## src/fxd_cfg.svh

```systemverilog
// Constants of the floating-point exception dispatch block.
// Functional notes
// RL1 - Undefined opcode raises vector 6 fault.
// RL2 - Task-switched or emulate flag raises vector 7.
// RL3 - Undefined opcode skips pending error check.
// RL4 - Errors reported directly, error pin for legacy.
// RL5 - External controller turns error pin into interrupt.
// RL6 - Primary variant: error pin at completion.
// RL7 - Alternative variant: pin deferred, next op blocked.
// RL8 - Denormal operands normalized, never invalid-operation.
// RL9 - Misaligned operand at level 3 faults.
// RL10 - Environment load probes both ends first.
// RL11 - Never vector 9; abort instead.
// RL12 - Operand beyond segment limit raises vector 13.
// RL13 - Error fault uses vector 16.
// RL14 - Tiny result from denormal ops signals underflow.
// RL15 - Error pin holds until flags cleared.
`ifndef FXD_CFG_SVH
`define FXD_CFG_SVH
`define FXD_VEC_UD       8'h06
`define FXD_VEC_NM       8'h07
`define FXD_VEC_NP       8'h0b
`define FXD_VEC_OVERRUN  8'h09
`define FXD_VEC_GP       8'h0d
`define FXD_VEC_MF       8'h10
`define FXD_VEC_AC       8'h11
`define FXD_USER_CPL     2'h3
`define FXD_REG_CTRL     8'h00
`define FXD_REG_STATUS   8'h04
`define FXD_REG_MASK     8'h08
`define FXD_REG_FLAGS    8'h0c
`define FXD_REG_FMASK    8'h10
`define FXD_REG_STATE    8'h14
`define FXD_CTRL_ALT     0
`define FXD_CTRL_EARLY   1
`define FXD_FLAG_INV     0
`define FXD_FMASK_RESET  6'h3f
`define FXD_EV_UD        0
`define FXD_EV_NM        1
`define FXD_EV_GP        2
`define FXD_EV_AC        3
`define FXD_EV_MF        4
`define FXD_EV_NP        5
`define FXD_EV_ABORT     6
`define FXD_EV_UFL       7
`endif

```

## src/fxd_pkg.sv

```systemverilog
// Types shared by the floating-point exception dispatch block.
`default_nettype none
package fxd_pkg;
  typedef enum logic [3:0] {
    FXD_OP_OTHER    = 4'h0,
    FXD_OP_SQRT     = 4'h1,
    FXD_OP_DIV      = 4'h2,
    FXD_OP_PREM     = 4'h3,
    FXD_OP_CONV     = 4'h4,
    FXD_OP_ENV_LOAD = 4'h5,
    FXD_OP_SAVE     = 4'h6,
    FXD_OP_XSAVE    = 4'h7,
    FXD_OP_RESTORE  = 4'h8,
    FXD_OP_XRESTORE = 4'h9
  } fxd_op_t;
  typedef enum logic [1:0] {
    FXD_IDLE = 2'b00,
    FXD_ENV  = 2'b01,
    FXD_EXEC = 2'b10
  } fxd_state_t;
  typedef enum logic [1:0] {
    FXD_PR_IDLE  = 2'b00,
    FXD_PR_FIRST = 2'b01,
    FXD_PR_LAST  = 2'b10
  } fxd_probe_t;
endpackage : fxd_pkg
`default_nettype wire

```

## src/fxd_env_probe.sv

```systemverilog
// Reads the first and last byte of an environment image before any update.
`timescale 1ns/1ns
`default_nettype none
module fxd_env_probe (
  // Clock and reset
  input  wire logic        clk,
  input  wire logic        rst_n,
  // Request
  input  wire logic        start,
  input  wire logic [31:0] first_addr,
  input  wire logic [31:0] last_addr,
  // Memory probe
  output logic             probe_req,
  output logic      [31:0] probe_addr,
  input  wire logic        probe_ack,
  input  wire logic        probe_absent,
  // Result
  output logic             done,
  output logic             absent
);
  import fxd_pkg::*;
  fxd_probe_t  state;
  fxd_probe_t  next_state;
  logic [31:0] last_q;
  wire         ack_ok   = probe_ack & ~probe_absent;
  wire         ack_bad  = probe_ack & probe_absent;
  always_comb begin
    next_state = state;
    case (state)
      FXD_PR_IDLE:  if (start) next_state = FXD_PR_FIRST;
      FXD_PR_FIRST: if (ack_bad) next_state = FXD_PR_IDLE;
                    else if (ack_ok) next_state = FXD_PR_LAST;
      FXD_PR_LAST:  if (probe_ack) next_state = FXD_PR_IDLE;
      default:      next_state = FXD_PR_IDLE;
    endcase
  end
  always_ff @(posedge clk) begin
    if (!rst_n) begin
      state      <= FXD_PR_IDLE;
      probe_addr <= 32'h0;
      last_q     <= 32'h0;
      done       <= 1'b0;
      absent     <= 1'b0;
    end else begin
      state  <= next_state;
      done   <= probe_ack & (ack_bad | state == FXD_PR_LAST);
      absent <= ack_bad;
      if (start && state == FXD_PR_IDLE) begin
        probe_addr <= first_addr;
        last_q     <= last_addr;
      end else if (ack_ok && state == FXD_PR_FIRST) begin
        probe_addr <= last_q;
      end
    end
  end
  // Both ends are touched before the caller may commit anything.
  assign probe_req = (state != FXD_PR_IDLE); // RL10
endmodule : fxd_env_probe
`default_nettype wire

```

## src/fxd_dispatch.sv

```systemverilog
// Exception selection, error pin and event registers of the floating-point unit.
`timescale 1ns/1ns
`default_nettype none
`include "fxd_cfg.svh"
module fxd_dispatch (
  // Clock and reset
  input  wire logic           clk,
  input  wire logic           rst_n,
  // Register port
  input  wire logic     [7:0] reg_addr,
  input  wire logic    [31:0] reg_wdata,
  input  wire logic           reg_wr,
  input  wire logic           reg_rd,
  output logic         [31:0] reg_rdata,
  // Core state
  input  wire logic           task_switched_flag,
  input  wire logic           emulate_fpu_flag,
  input  wire logic           align_check_en,
  input  wire logic     [1:0] cpl,
  // Instruction issue
  input  wire logic           op_valid,
  output logic                op_ready,
  input  wire logic           op_defined,
  input  wire fxd_pkg::fxd_op_t op_class,
  input  wire logic           op_denorm,
  input  wire logic           mem_misaligned,
  input  wire logic           mem_stack_part,
  input  wire logic           mem_beyond_limit,
  input  wire logic           mem_overrun,
  input  wire logic    [31:0] env_first_addr,
  input  wire logic    [31:0] env_last_addr,
  // Environment probe
  output logic                probe_req,
  output logic         [31:0] probe_addr,
  input  wire logic           probe_ack,
  input  wire logic           probe_absent,
  // Completion
  input  wire logic           op_done,
  input  wire logic     [5:0] done_flags,
  input  wire logic           done_denorm_inv,
  input  wire logic           done_tiny,
  // Dispatch answers
  output logic                fault_valid,
  output logic          [7:0] fault_vector,
  output logic                op_go,
  output logic                op_abort,
  output logic                normalize_req,
  output logic                env_commit,
  // Error pin and interrupt
  output logic                fp_error_out_n,
  output logic                irq
);
  import fxd_pkg::*;

  fxd_state_t state;
  fxd_state_t next_state;
  fxd_op_t    exec_class;
  logic [1:0] ctrl;
  logic [7:0] status;
  logic [7:0] irq_mask;
  logic [5:0] fp_flags;
  logic [5:0] fp_mask;
  logic       alt_armed;
  logic       err;
  logic       pr_done;
  logic       pr_absent;

  // Register decode.
  wire wr_ctrl   = reg_wr & (reg_addr == `FXD_REG_CTRL);
  wire wr_status = reg_wr & (reg_addr == `FXD_REG_STATUS);
  wire wr_mask   = reg_wr & (reg_addr == `FXD_REG_MASK);
  wire wr_flags  = reg_wr & (reg_addr == `FXD_REG_FLAGS);
  wire wr_fmask  = reg_wr & (reg_addr == `FXD_REG_FMASK);
  wire alt_mode  = ctrl[`FXD_CTRL_ALT];
  wire alt_early = ctrl[`FXD_CTRL_EARLY];

  // Issue decode, in priority order.
  wire issue    = op_valid & op_ready;
  wire pend     = |(fp_flags & ~fp_mask);
  wire nm_hit   = task_switched_flag | emulate_fpu_flag; // RL2
  wire ud_hit   = ~nm_hit & ~op_defined; // RL1
  // Pending errors are looked at only for defined opcodes.
  wire mf_hit   = ~nm_hit & op_defined & pend; // RL3 RL13
  wire gp_hit   = ~nm_hit & op_defined & ~pend & mem_beyond_limit; // RL12
  wire save_rst = (op_class == FXD_OP_SAVE) | (op_class == FXD_OP_XSAVE) |
                  (op_class == FXD_OP_RESTORE) | (op_class == FXD_OP_XRESTORE);
  wire ac_cond  = align_check_en & (cpl == `FXD_USER_CPL) & mem_misaligned &
                  ~(mem_stack_part & save_rst);
  wire ac_hit   = ~nm_hit & op_defined & ~pend & ~mem_beyond_limit & ac_cond; // RL9
  wire any_hit  = nm_hit | ud_hit | mf_hit | gp_hit | ac_hit;
  wire ovr_hit  = ~any_hit & mem_overrun; // RL11
  wire env_op   = (op_class == FXD_OP_ENV_LOAD);
  wire start_ok = issue & ~any_hit & ~ovr_hit;
  wire norm_cls = (op_class == FXD_OP_SQRT) | (op_class == FXD_OP_DIV) |
                  (op_class == FXD_OP_PREM) | (op_class == FXD_OP_CONV);
  wire [7:0] vec_sel = nm_hit ? `FXD_VEC_NM :
                       ud_hit ? `FXD_VEC_UD :
                       mf_hit ? `FXD_VEC_MF :
  // Alignment faults rank last among the faults, so they are the fallback of the selector.
                       gp_hit ? `FXD_VEC_GP : `FXD_VEC_AC;

  // Completion: denormal invalid is dropped for normalizing classes.
  wire ex_norm   = (exec_class == FXD_OP_SQRT) | (exec_class == FXD_OP_DIV) |
                   (exec_class == FXD_OP_PREM) | (exec_class == FXD_OP_CONV);
  wire ex_ufl    = (exec_class == FXD_OP_SQRT) | (exec_class == FXD_OP_DIV) |
                   (exec_class == FXD_OP_PREM);
  wire done_ok   = op_done & (state == FXD_EXEC);
  wire drop_inv  = ex_norm & done_denorm_inv; // RL8
  wire [5:0] inv_clr = {5'h00, drop_inv};
  wire [5:0] done_set = done_ok ? (done_flags & ~inv_clr) : 6'h00;
  wire ufl_ev    = done_ok & ex_ufl & done_tiny; // RL14

  // Event vector feeding the sticky status bits.
  wire [7:0] ev;
  assign ev[`FXD_EV_UD]    = issue & ud_hit;
  assign ev[`FXD_EV_NM]    = issue & nm_hit;
  assign ev[`FXD_EV_GP]    = issue & gp_hit;
  assign ev[`FXD_EV_AC]    = issue & ac_hit;
  assign ev[`FXD_EV_MF]    = issue & mf_hit;
  assign ev[`FXD_EV_NP]    = pr_done & pr_absent;
  assign ev[`FXD_EV_ABORT] = issue & ovr_hit;
  assign ev[`FXD_EV_UFL]   = ufl_ev;

  wire [7:0] next_status = (status & ~(wr_status ? reg_wdata[7:0] : 8'h00)) | ev;
  wire [5:0] next_flags  = (fp_flags & ~(wr_flags ? reg_wdata[5:0] : 6'h00)) | done_set;

  // In the alternative variant the pin waits for the next issue attempt.
  // Arming looks at the flags as they stand after this edge, so that a completion which
  // raises an unmasked flag can arm the early variant in its own cycle.
  wire next_pend  = |(next_flags & ~(wr_fmask ? reg_wdata[5:0] : fp_mask));
  wire next_armed = next_pend & (alt_armed | issue | (done_ok & alt_early));
  wire next_err   = pend & (~alt_mode | alt_armed); // RL6 RL7 RL15

  wire [31:0] rd_mux =
    (reg_addr == `FXD_REG_CTRL)   ? {30'h0, ctrl} :
    (reg_addr == `FXD_REG_STATUS) ? {24'h0, status} :
    (reg_addr == `FXD_REG_MASK)   ? {24'h0, irq_mask} :
    (reg_addr == `FXD_REG_FLAGS)  ? {26'h0, fp_flags} :
    (reg_addr == `FXD_REG_FMASK)  ? {26'h0, fp_mask} :
    (reg_addr == `FXD_REG_STATE)  ? {28'h0, err, alt_armed, state} : 32'h0;

  always_comb begin
    next_state = state;
    case (state)
      FXD_IDLE: if (start_ok) next_state = env_op ? FXD_ENV : FXD_EXEC;
      FXD_ENV:  if (pr_done) next_state = pr_absent ? FXD_IDLE : FXD_EXEC;
      FXD_EXEC: if (op_done) next_state = FXD_IDLE;
      default:  next_state = FXD_IDLE;
    endcase
  end

  assign op_ready = (state == FXD_IDLE);

  // Probing runs before any commit, so a missing segment leaves the unit state untouched.
  fxd_env_probe u_probe (
    .clk          (clk),
    .rst_n        (rst_n),
    .start        (start_ok & env_op),
    .first_addr   (env_first_addr),
    .last_addr    (env_last_addr),
    .probe_req    (probe_req),
    .probe_addr   (probe_addr),
    .probe_ack    (probe_ack),
    .probe_absent (probe_absent),
    .done         (pr_done),
    .absent       (pr_absent)
  );

  always_ff @(posedge clk) begin
    if (!rst_n) begin
      state      <= FXD_IDLE;
      exec_class <= FXD_OP_OTHER;
    end else begin
      state <= next_state;
      if (start_ok) exec_class <= op_class;
    end
  end

  // Dispatch answers from flops; all but fault_vector are one-cycle pulses, the vector holds its value.
  always_ff @(posedge clk) begin
    if (!rst_n) begin
      fault_valid   <= 1'b0;
      fault_vector  <= 8'h00;
      op_go         <= 1'b0;
      op_abort      <= 1'b0;
      normalize_req <= 1'b0;
      env_commit    <= 1'b0;
    end else begin
      fault_valid   <= (issue & any_hit) | ev[`FXD_EV_NP];
      if (issue & any_hit) fault_vector <= vec_sel;
      if (ev[`FXD_EV_NP]) fault_vector <= `FXD_VEC_NP;
      // Overrun cases without another fault end as an abort, never as a fault.
      op_abort      <= issue & ovr_hit; // RL11
      op_go         <= (start_ok & ~env_op) | (pr_done & ~pr_absent);
      normalize_req <= start_ok & norm_cls & op_denorm; // RL8
      env_commit    <= pr_done & ~pr_absent; // RL10
    end
  end

  // Registers, events and error pin.
  always_ff @(posedge clk) begin
    if (!rst_n) begin
      ctrl      <= 2'h0;
      status    <= 8'h00;
      irq_mask  <= 8'h00;
      fp_flags  <= 6'h00;
      fp_mask   <= `FXD_FMASK_RESET;
      alt_armed <= 1'b0;
      err       <= 1'b0;
      reg_rdata <= 32'h0;
    end else begin
      if (wr_ctrl)  ctrl     <= reg_wdata[1:0];
      if (wr_mask)  irq_mask <= reg_wdata[7:0];
      if (wr_fmask) fp_mask  <= reg_wdata[5:0];
      status    <= next_status;
      fp_flags  <= next_flags;
      alt_armed <= next_armed;
      err       <= next_err;
      reg_rdata <= reg_rd ? rd_mux : 32'h0;
    end
  end

  // The pin reaches an outside controller; internally only the state register reads back its flop.
  assign fp_error_out_n = ~err; // RL4 RL5
  assign irq            = |(status & irq_mask);
endmodule : fxd_dispatch
`default_nettype wire

```

## config.mk

```make
export PLATFORM = sky130hd
export DESIGN_NAME = fxd_dispatch
export DESIGN_NICKNAME = d
export VERILOG_FILES = /design/src/fxd_pkg.sv /design/src/fxd_env_probe.sv /design/src/fxd_dispatch.sv
export VERILOG_INCLUDE_DIRS = /design/src
export SDC_FILE = /design/constraint.sdc
export NUM_CORES = 1
export LEC_CHECK = 0
export BUFFER_PORTS_ARGS = -buffer_cell sky130_fd_sc_hd__buf_2
export CORE_ASPECT_RATIO = 0.75
export CORE_MARGIN = 10
export CORE_UTILIZATION = 27
export CTS_BUF_LIST = sky130_fd_sc_hd__clkbuf_4
export CTS_CLUSTER_SIZE = 30
export DETAILED_ROUTE_END_ITERATION = 7
export MAX_ROUTING_LAYER = met4
export SYNTH_ARGS = -nofsm -noshare
export SYNTH_HDL_FRONTEND = slang
export SYNTH_HIERARCHICAL = 1
export SYNTH_SLANG_ARGS = --single-unit
```

## constraint.sdc

```tcl
create_clock -name clk -period 3.3 [get_ports clk]
set_clock_uncertainty 0.15 [all_clocks]
set_input_delay 0.66 -clock clk [delete_from_list [all_inputs] [get_ports clk]]
set_output_delay 0.66 -clock clk [all_outputs]
set_load 0.05 [all_outputs]
```

# --- Word-level counts from Yosys, hierarchy flattened ---
# Index checks and enable logic that the tools add are counted.
totals:
  inputBits: 135
  output_inout_bits: 81
  word_cells: 189
  ff_bits: 148
op_classes:
  muxes: 29
  n_bitwise: 90
  n_reduce_logical: 17
  n_eq_ne: 29
op_table:
  columns: ["cell", "count"]
  rows:
  - ["$mux W32", 2]
  - ["$and A1 B1 Y1", 43]
  - ["$mux W6", 5]
  - ["$and A6 B6 Y6", 4]
  - ["$mux W8", 3]
  - ["$eq A4 B3 Y1 const B", 5]
  - ["$mux W2", 10]
  - ["$mux W5", 4]
  - ["$or A1 B1 Y1", 20]
  - ["$not A6 Y6", 3]
  - ["$and A8 B8 Y8", 2]
  - ["$eq A4 B2 Y1 const B", 4]
  - ["$eq A8 B4 Y1 const B", 2]
  - ["$eq A8 B5 Y1 const B", 2]
  - ["$not A1 Y1", 14]
  - ["$mux W4", 3]
  - ["$pmux W2 S3", 2]
  - ["$reduce_or A6 Y1", 2]
  - ["$eq A4 B1 Y1 const B", 2]
  - ["$eq A4 B4 Y1 const B", 2]
  - ["$eq A8 B3 Y1 const B", 1]
  - ["$logic_not A8 Y1", 1]
  - ["$not A8 Y8", 1]
  - ["$or A8 B8 Y8", 1]
  - ["other kinds (16)", 27]

# --- Logic depth before layout (Yosys ltp) ---
# Gate-level depths: netlist of run 1.
logic_depth:
  word_depth: 16
  depth_mapped: 11
  mapped_depth_nobuf: 8

# --- By module ---
# The synthesis of run 1 kept the hierarchy.
by_module_without_submodules:
  columns: ["mod", "cells_each", "instances", "area_each_um2", "seq_area_each_um2"]
  rows:
  - ["fxd_env_probe", 351, 1, 2964.1, 1361.3]
  - ["fxd_dispatch", 334, 1, 2826.5, 1121.1]

# --- Worst setup path before layout of run 1 ---
# Ideal clock, no wire load.
synth_path:
  kind: "input to register"
  start: "in emulate_fpu_flag"
  end: "reg u_probe.probe_addr[10]"
  path_slack_ns: 0.206
  n_path_buf: 2
  t_arrival_ns: 2.822
  stages: 10
  setup_time_ns: 0.122
  t_required_ns: 3.028
  path_cell_list: "or3b_4 and2b_1 nand3_1 nor4_4 and2_1 or3b_1 buf_2 buf_6 o21ai_1 a31oi_1"
synth_between:
  elab_chain_len: 14
  word_cells_on_any_way: 22
  classes_between: "mux: 1; bitwise: 19; reduce/logical: 2"
synth_rtl:
  columns: ["element", "line", "text"]
  rows:
  - ["start, declared", "fxd_dispatch.sv:17", "input wire logic emulate_fpu_flag,"]
  - ["$or A1 B1 Y1 *", "fxd_dispatch.sv:80", "wire nm_hit = task_switched_flag | emulate_fpu_flag;"]
  - ["$not A1 Y1", null, null]
  - ["$and A1 B1 Y1 (on tied branches)", null, null]
  - ["$or A1 B1 Y1 (tied with other cells) (2 in series)", "fxd_dispatch.sv:90", "wire any_hit = nm_hit | ud_hit | mf_hit | gp_hit | ac_hit;"]
  - ["$or A1 B1 Y1 or $and A1 B1 Y1 (tied branches)", "fxd_dispatch.sv:90, fxd_dispatch.sv:89", null]
  - ["$or A1 B1 Y1 *", "fxd_dispatch.sv:90", null]
  - ["$not A1 Y1 *", "fxd_dispatch.sv:91, fxd_dispatch.sv:93", null]
  - ["$and A1 B1 Y1", "fxd_dispatch.sv:91", "wire ovr_hit = ~any_hit & mem_overrun;"]
  - ["$not A1 Y1", "fxd_dispatch.sv:93", "wire start_ok = issue & ~any_hit & ~ovr_hit;"]
  - ["$and A1 B1 Y1 *", "fxd_dispatch.sv:93", null]
  - ["$and A1 B1 Y1 *", "fxd_dispatch.sv:158", ".start (start_ok & env_op),"]
  - ["$logic_and A1 B1 Y1 *", "fxd_env_probe.sv:48", "if (start && state == FXD_PR_IDLE) begin"]
  - ["$mux W32 or $reduce_bool A2 Y1 (tied branches)", null, null]
  - ["end signal, assigned", "fxd_env_probe.sv:49", "probe_addr <= first_addr;"]
  - ["end signal, assigned", "fxd_env_probe.sv:52", "probe_addr <= last_q;"]
  - ["end, declared", "fxd_env_probe.sv:14", "output logic [31:0] probe_addr,"]
# Mark *: on every way between the ends. The rest lies on a longest branch, timed or not.
# A chain may end at the register's enable or synchronous reset.

# --- Final worst setup path of run 1 ---
layout_path:
  start: "reg fp_flags[3]"
  end: "reg u_probe.probe_addr[5]"
layout_between:
  elab_chain_len: 14
  word_cells_on_any_way: 20
  classes_between: "mux: 1; bitwise: 16; reduce/logical: 3"
layout_rtl:
  columns: ["element", "line", "text"]
  rows:
  - ["start, declared", "fxd_dispatch.sv:61", "logic [5:0] fp_flags;"]
  - ["start signal, assigned", "fxd_dispatch.sv:216", "fp_flags <= next_flags;"]
  - ["$and A6 B6 Y6 *", "fxd_dispatch.sv:79", "wire pend = |(fp_flags & ~fp_mask);"]
  - ["$reduce_or A6 Y1 *", "fxd_dispatch.sv:79", null]
  - ["$not A1 Y1", "fxd_dispatch.sv:84, fxd_dispatch.sv:89", null]
  - ["$and A1 B1 Y1", "fxd_dispatch.sv:84, fxd_dispatch.sv:89", null]
  - ["$and A1 B1 Y1 (on tied branches)", "fxd_dispatch.sv:84, fxd_dispatch.sv:89", null]
  - ["$or A1 B1 Y1 or $and A1 B1 Y1 (tied branches)", "fxd_dispatch.sv:90, fxd_dispatch.sv:89", null]
  - ["$or A1 B1 Y1 *", "fxd_dispatch.sv:90", null]
  - ["$not A1 Y1 *", "fxd_dispatch.sv:91, fxd_dispatch.sv:93", null]
  - ["$and A1 B1 Y1", "fxd_dispatch.sv:91", null]
  - ["$not A1 Y1", "fxd_dispatch.sv:93", null]
  - ["$and A1 B1 Y1 *", "fxd_dispatch.sv:93", null]
  - ["$and A1 B1 Y1 *", "fxd_dispatch.sv:158", null]
  - ["$logic_and A1 B1 Y1 *", "fxd_env_probe.sv:48", null]
  - ["$mux W32 or $reduce_bool A2 Y1 (tied branches)", null, null]
# Marked as above.

==> flow_summary.toml, run 1 <==
[run_status]
status = "finished clean"

[routing]
detail_route.iter0.violations = 372
post_route_ant_nets = 0
via_count = 5358
detail_routed_via_count_per_cell = 4.704
final_routed_drc_violation_total = 0
firstDrtPassIters = 6
routed_wire_length_per_instance_um = 16.39
drt_wl_total_um = 18670

[run]
cap_viol_max_count = 0

[critical_path]
setup.worst_path.start_class = "flop"
r2r_startpoint = "fp_flags[3]"
worstPathRequired_ps = 3570
critical_path.startpoint = "fp_flags[3]"
crit_path_max_fanout = 60
end_kind = "flop"
wp_data_arrival_ps = 3200
timing.setup.critical_path_class = "flop to flop"

[sta]
final-max-slew-violation-count = 0
slew_headroom_pct = 47.39
fin_crit_sh_pct = 88.62
timing_worst_slew_pin_value_ps = 784.7
final.min_clock_period_ps = 2924
finalHoldViolCount = 0
grt_setup_unrepaired = "no"
max_freq_ghz = 0.3419
setup_violations = 0
timing.setup.tns_ps = 0

[clocking]
cts-htree-levels = 4
cts_repair_resize_count = 0
clk_path_buf_depth = 2
cts.sinks = 124
tritoncts = "done"
clk-insertion-delay-late_ps = 560
clk_pin_slew_ps = 120
cts_hold_buffers = 0
cts.repair_timing.setup_buffer_count = 0
cts-root-buf = "clkbuf_4"
cts_made_buffers = 17

[layout]
leading_cell_type_in_the_layout_fill_and_taps_excluded = "buf_2"
finish.instance_area_um2 = 7106
fill_cells = 2286
mostFrequentLayoutCells = "164 x buf_2, 136 x nand2_1, 124 x dfxtp_1"
post-route-util_pct = 33.64
flow.area_growth_from_synthesis_pct = 22.71
drive_gt1_share_pct = 27.41
final_nets = 972
seqCellArea_um2 = 2482
multiInputGateArea_um2 = 2923

[place]
place.detailed.hpwl_um = 13810
post_dp_cell_area_um2 = 6800
gp_congestion = 0.8075
place.port_buffers = 164

[logic_synthesis]
yosysUniqueCellTypes = 62
syn_inst = 685
post-synth-top-area-cell = "dfxtp_1"
syn_area_per_cell_um2 = 8.453
synth.ff_latch_count = 124
yosys-top-cells-area = "dfxtp_1 43%, nand2_1 8.8%, a21oi_1 4.1%, a21boi_1 3.8%, buf_4 3.8%"
ys_warn_count = 6
yosysSeqAreaShare_pct = 42.87
post_synthesis_instance_area_um2 = 5791
fraction_of_registers_with_async_set_reset_pct = 0
synth_enable_flop_cells = 0
dominantRegCellSynth = "dfxtp_1"
post-synth-top-area-fraction_pct = 42.87

[global_routing]
grt_first_pass_wirelength_um = 28920
grt_usage_pct = 13.32
pin_count_of_the_biggest_net_entering_global_routing = 70
grt_pass1_vias = 5244
grt_antenna_before_repair = 1
overflow_after_grt = 0

[die]
top_level_ports = 216
chipHeight_um = 146.8
core_area_um2 = 21120
rows = 46
floorplan.die_area_um2 = 27760
floorplan.initialDensity_pct = 27.41
die-width_um = 189.1

[worst_hold_path]
hold_class = "input port to flop"
launch_instance_of_the_worst_min_delay_path = "env_last_addr[8]"

[power_and_ir_drop]
total_leakage_power_nw = 2.870
power-per-cell-area_nw_per_um2 = 416.8
vdd_drop_max_mv = 0.2684
report.power.total_mw = 2.962
## cells in the mapped netlist (5+ instances only)
cell type / instances
and3_1: 5
nand3_1: 15
nand2_1: 136
nand2b_1: 13
dfxtp_1: 124
a21boi_1: 29
nor3_1: 5
a21oi_1: 48
nor2b_1: 17
buf_6: 5
mux2i_1: 15
nand4_1: 5
o21ai_0: 12
o311ai_0: 9
a22oi_1: 21
a32oi_1: 12
nor2_1: 32
a31oi_1: 17
buf_4: 29
o21ai_1: 14
inv_1: 9
a21boi_0: 15
clkbuf_1: 20
buf_2: 19
and2_1: 6
## worst paths after layout
kind	slack (ps)	to	cells past startpoint
max reg2reg	380	u_probe/probe_addr[5]	9
min reg2reg	310	u_probe/last_q[27]	2
min	190	u_probe/last_q[8]	3
max	380	u_probe/probe_addr[5]	9
## sequential cells by signal, indices dropped and copies added (netlist names), 2 cells and up
| register | flops |
|---|---|
| fp_flags | 6 |
| status | 8 |
| state | 2 |
| reg_rdata | 8 |
| fp_mask | 6 |
| irq_mask | 8 |
| fault_vector | 5 |
| u_probe/probe_addr | 32 |
| u_probe/state | 2 |
| exec_class | 4 |
| u_probe/last_q | 32 |
| ctrl | 2 |
## final cells by class
cell class | count | share of cell area, %
Tap cell | 288 | 5.071
Antenna cell | 1 | 0.03522
Inverter | 9 | 0.4754
Multi-Input combinational cell | 502 | 41.13
Clock inverter | 14 | 2.360
Sequential cell | 124 | 34.94
Clock buffer | 18 | 1.902
Timing Repair Buffer | 183 | 14.09
## worst max-delay path, cell delays in order (launching register included)
cell,delay [ps]
dfxtp_1,370
nor2b_1,180
a2111oi_4,490
nand3_1,240
nor4_4,200
and2_1,190
or3b_2,480
buf_12,200
o21ai_1,180
a31oi_1,60
## metal layers
metal / GRT usage (%) / share of wire [%]
met1: 16.96 / 46
met2: 19.86 / 45
met3: 4.659 / 7.8
met4: 3.009 / 0.77
met5: - / 0
## where the power goes
part	internal, mW	switching [mW]
Combinational	0.0907	0.184
Sequential	1.51	0.00695
Clock	0.537	0.637
## stage by stage
step | worst slack, ps | hold slack (ps) | std cells
after detailed placement | 74.62 | 291.7 | 1106
after floorplan | 206.0 | 281.9 | 711
after global placement | 136.1 | 289.6 | 1106
after global routing | 166.6 | 137.8 | 1139
after CTS | 381.2 | 133.2 | 1138
final | 375.5 | 186.6 | 1139
## cell families (layout without fill, tap and decap cells)
logic type | Yosys count | after routing | synth area share (%)
other | 1 | 28 | 0.06476
multiplexers | 18 | 18 | 3.241
buffers and inverters | 85 | 224 | 8.492
AO/OA/AOI/OAI | 196 | 196 | 23.16
AND/OR/NAND/NOR | 259 | 259 | 21.87
flip-flops | 124 | 124 | 42.87
XOR/XNOR | 2 | 2 | 0.3026
Note: power is estimated with default switching activity, not from simulation.
==> inputs of run 2 (changes only) <==
Settings changed: CORE_UTILIZATION 27 to 50, PLACE_DENSITY set to 0.81.
==> flow_summary.toml, run 2 (synthesized netlist as in run 1, its figures left out) <==
[worst_hold_path]
hold_class = "input port to flop"
hold-path-cell-count = 3

[power_and_ir_drop]
total_switching_power_uw = 788.6
share_comb_of_total_power_pct = 10.1
p_sw_share_pct = 29.46
report.power.total_mw = 2.677
pwr-share-clk_pct = 33.3
p_seq_share_pct = 56.5
cell_internal_pwr_mw = 1.888
total_leakage_power_nw = 2.829
power-per-cell-area_nw_per_um2 = 391.1
vdd_drop_max_mv = 0.1678

[global_routing]
grt_usage_pct = 20.13
pin_count_of_the_biggest_net_entering_global_routing = 71
grt_pass1_vias = 4989
grt_first_pass_wirelength_um = 25630
grt_antenna_before_repair = 1
overflow_after_grt = 0

[layout]
mostFrequentLayoutCells = "164 x buf_2, 136 x nand2_1, 124 x dfxtp_1"
flow.area_growth_from_synthesis_pct = 18.19
largest_registers = "u_probe/last_q: 32 flops, u_probe/probe_addr: 32 flops"
post-route-util_pct = 61.62
drive_gt1_share_pct = 27.50
final_nets = 973
leading_cell_type_in_the_layout_fill_and_taps_excluded = "buf_2"

[die]
top_level_ports = 216
core_area_um2 = 11110
die-width_um = 144.3
floorplan.die_area_um2 = 16330
chipHeight_um = 113.2
rows = 33
floorplan.initialDensity_pct = 52.13

[clocking]
cts.repair_timing.setup_buffer_count = 0
cts_hold_buffers = 0
cts.sinks = 124
clk_path_buf_depth = 2
clk-insertion-delay-late_ps = 530
cts_made_buffers = 17
cts_repair_resize_count = 0
tritoncts = "done"
cts-root-buf = "clkbuf_4"
clk_pin_slew_ps = 120
cts-htree-levels = 4

[sta]
fin_crit_sh_pct = 87.78
timing_worst_slew_pin_value_ps = 716.5
final_hold_slack_ps = 206.4
final-max-slew-violation-count = 0
setup_violations = 0
finalHoldViolCount = 0
max_freq_ghz = 0.3452
grt_setup_unrepaired = "no"
slew_headroom_pct = 51.96
final.min_clock_period_ps = 2897
timing.setup.tns_ps = 0

[critical_path]
worstPathRequired_ps = 3550
crit_path_max_fanout = 60
timing.setup.critical_path_class = "flop to flop"
end_kind = "flop"
setup.worst_path.start_class = "flop"
reg2reg_depth = 9
wp_data_arrival_ps = 3140

[routing]
post_route_ant_nets = 0
via_count = 5384
routed_wire_length_per_instance_um = 16.84
final_routed_drc_violation_total = 0
firstDrtPassIters = 6
detail_route.iter0.violations = 387
drt_wl_total_um = 16730
detail_routed_via_count_per_cell = 5.422

[place]
place.detailed.hpwl_um = 12360
gp_congestion = 0.9695
place.port_buffers = 164

[run]
cap_viol_max_count = 0

[run_status]
status = "finished clean"
## run 2: cell count changes in the layout (fill, tap and decap cells not counted), sizes merged, moves of 2 or more
cell / before / now
clkinvlp: 2 / 5
bufinv: 3 / 0
inv: 13 / 11
clkinv: 5 / 8
## run 2: final timing paths
| check | startpoint | to | slack, ps |
|---|---|---|---|
| worst max-delay path | fp_mask[4] | u_probe/probe_addr[8] | 400 |
| worst min-delay path | env_last_addr[7] | u_probe/last_q[7] | 210 |
| worst max register to register | fp_mask[4] | u_probe/probe_addr[8] | 400 |
| worst min register to register | u_probe/last_q[25] | u_probe/last_q[25] | 310 |
## run 2: metal layers
metal | wire length [um] | GRT usage (%) | up-vias | part of all wire, %
li1 | - | - | 2668 | -
met1 | 7531 | 26.86 | 2453 | 45
met2 | 7409 | 29.17 | 240 | 44
met3 | 1607 | 5.558 | 23 | 9.6
met4 | 176 | 5.578 | 0 | 1.1
met5 | 0 | - | - | 0
## run 2: critical path, cell delays in order (launching register included)
cell and delay (ps):
dfxtp_1 420, inv_1 90, a2111oi_4 530, nand3_1 250
nor4_4 210, and2_1 180, or3b_2 480, buf_12 210
o21ai_1 160, a31oi_1 60
## run 2: area by class of cell
class | count | area [um^2]
antenna | 2 | 5.005
clock buffer | 17 | 127.6
clock inverter | 15 | 101.3
fill | 972 | 4263
inverter | 9 | 33.78
multi-input combinational | 502 | 2923
sequential | 124 | 2482
tap | 140 | 175.2
timing repair buffer | 184 | 996.0
## run 2: stage by stage
step	area (um^2)	instances	setup WS, ps
floorplan	5888	711	206.0
global placement	6610	959	142.4
detailed placement	6610	959	99.96
CTS	6839	991	426.7
global route	6842	992	186.0
finish	6844	993	403.2
## run 2: power by group through the flow
stage | Sequential [mW] | Clock (mW) | Combinational, mW
finish | 1.51 | 0.892 | 0.271
global route | 1.52 | 0.989 | 0.290
CTS | 1.51 | 0.916 | 0.269
detailed placement | 1.55 | 0 | 0.267
global placement | 1.55 | 0 | 0.265
floorplan | 1.57 | 0 | 0.166
==> inputs of run 3 (changes only) <==
Settings changed: CORE_ASPECT_RATIO 0.75 to unset.
Clock period 3.3 ns to 3.34 ns, I/O delays scaled along.
==> flow_summary.toml, run 3 (synthesized netlist as in run 1, its figures left out) <==
[run_status]
status = "finished clean"

[routing]
routed_wire_length_per_instance_um = 16.59
wl_met3_um = 1540
detail_route.iter0.violations = 490
detail_routed_via_count_per_cell = 5.499
via_count = 5450
final_routed_drc_violation_total = 0
dr_wl_met2_um = 7767
routed.top_layer = "met4"
drt_wl_total_um = 16440
post_route_ant_nets = 0
firstDrtPassIters = 6
route.layer.met1.wl_um = 6789

[layout]
mostFrequentLayoutCells = "164 x buf_2, 136 x nand2_1, 124 x dfxtp_1"
fill_cells = 1050
seqCellArea_um2 = 2482
leading_cell_type_in_the_layout_fill_and_taps_excluded = "buf_2"
drive_gt1_share_pct = 26.92
multiInputGateArea_um2 = 2920
fin_cells = 991
flow.area_growth_from_synthesis_pct = 19.30
finish.instance_area_um2 = 6908
final_nets = 969
largest_registers = "u_probe/last_q: 32 flops, u_probe/probe_addr: 32 flops"

[worst_hold_path]
launch_instance_of_the_worst_min_delay_path = "env_last_addr[28]"
hold-path-cell-count = 3
hold_class = "input port to flop"
min_to = "u_probe/last_q[28]"

[global_routing]
grt_first_pass_wirelength_um = 26040
pin_count_of_the_biggest_net_entering_global_routing = 79
grt_usage_pct = 20.10
grt_antenna_before_repair = 1
overflow_after_grt = 0
grt_pass1_vias = 5220

[critical_path]
capture_instance_of_the_worst_register_to_register_path = "u_probe/probe_addr[0]"
timing.setup.critical_path_class = "flop to flop"
wp_data_arrival_ps = 3170
worstPathRequired_ps = 3630
r2r_startpoint = "fp_flags[3]"
crit_path_max_fanout = 26
reg2reg_depth = 9
end_kind = "flop"
setup.worst_path.start_class = "flop"
timing.reg2reg.setup_slack_ps = 450

[sta]
fin_crit_sh_pct = 86.42
final-max-slew-violation-count = 0
max_freq_ghz = 0.3464
slew_headroom_pct = 38.37
final.min_clock_period_ps = 2887
finalHoldViolCount = 0
grt_setup_unrepaired = "no"
final_hold_slack_ps = 188.7
timing_worst_slew_pin_value_ps = 923.4
timing.setup.tns_ps = 0
setup_violations = 0

[clocking]
cts_made_buffers = 17
cts_hold_buffers = 0
cts.sinks = 124
cts-root-buf = "clkbuf_4"
clk_path_buf_depth = 2
clk_pin_slew_ps = 110
cts_repair_resize_count = 0
cts.repair_timing.setup_buffer_count = 0
tritoncts = "done"
clk-insertion-delay-late_ps = 550
cts-htree-levels = 4

[place]
dp.cells = 958
gp_congestion = 0.9934
place.port_buffers = 164
place.detailed.hpwl_um = 12060
post_dp_cell_area_um2 = 6594

[power_and_ir_drop]
total_switching_power_uw = 743.3
power-per-cell-area_nw_per_um2 = 421.1
pwr-share-clk_pct = 39.5
share_comb_of_total_power_pct = 9.1
total_leakage_power_nw = 2.857
p_sw_share_pct = 25.55
p_seq_share_pct = 51.4
cell_internal_pwr_mw = 2.166
vdd_drop_max_mv = 0.2750
report.power.total_mw = 2.909

[die]
chipHeight_um = 127.6
core_area_um2 = 11370
top_level_ports = 216
rows = 39
die-width_um = 127.6
floorplan.initialDensity_pct = 50.93
floorplan.die_area_um2 = 16290

[run]
cap_viol_max_count = 0
run 3: final cells by class:
cell class | instances | share of cell area [%]
diodes | 1 | 0.03623
clock buffers | 18 | 1.956
clock inverters | 14 | 2.554
inverters | 9 | 0.4890
multi-input cells | 502 | 42.27
flip-flops and latches | 124 | 35.94
well taps | 143 | 2.590
repair buffers | 180 | 14.16
run 3: how the worst max path moves through the flow:
stage	slack, ps	end	start	cells past startpoint
global placement	90	u_probe/probe_addr[20]	emulate_fpu_flag	10
global route	270	u_probe/probe_addr[0]	fp_flags[3]	9
finish	450	u_probe/probe_addr[0]	fp_flags[3]	9
detailed placement	50	u_probe/probe_addr[0]	emulate_fpu_flag	10
floorplan	240	u_probe/probe_addr[10]	emulate_fpu_flag	10
CTS	420	u_probe/probe_addr[0]	fp_flags[3]	9
run 3: stage by stage:
stage	utilization, %	setup slack, ps
finish	60.76	453.4
global route	60.76	272.3
CTS	60.74	416.6
detailed placement	57.99	54.98
global placement	57.99	85.03
floorplan	-	238.0
run 3: per-layer routing:
metal	GRT usage (%)	vias up
met5	-	-
met4	7.351	0
met3	7.444	33
met2	31.61	244
met1	23.03	2499
li1	-	2674
run 3: power groups by stage:
stage | clock (mW) | combinational [mW] | sequential (mW)
finish | 1.15 | 0.264 | 1.49
global route | 1.23 | 0.282 | 1.50
CTS | 1.17 | 0.262 | 1.49
detailed placement | 0 | 0.262 | 1.53
global placement | 0 | 0.261 | 1.53
floorplan | 0 | 0.164 | 1.55
run 3: critical path, cell delays in order, from the launching register on:
cell,delay (ps)
dfxtp_1,360
nor2b_1,160
a2111oi_4,450
nand3_1,220
nor4_4,210
and2_1,230
or3b_2,510
buf_4,240
o21ai_1,160
a31oi_1,60
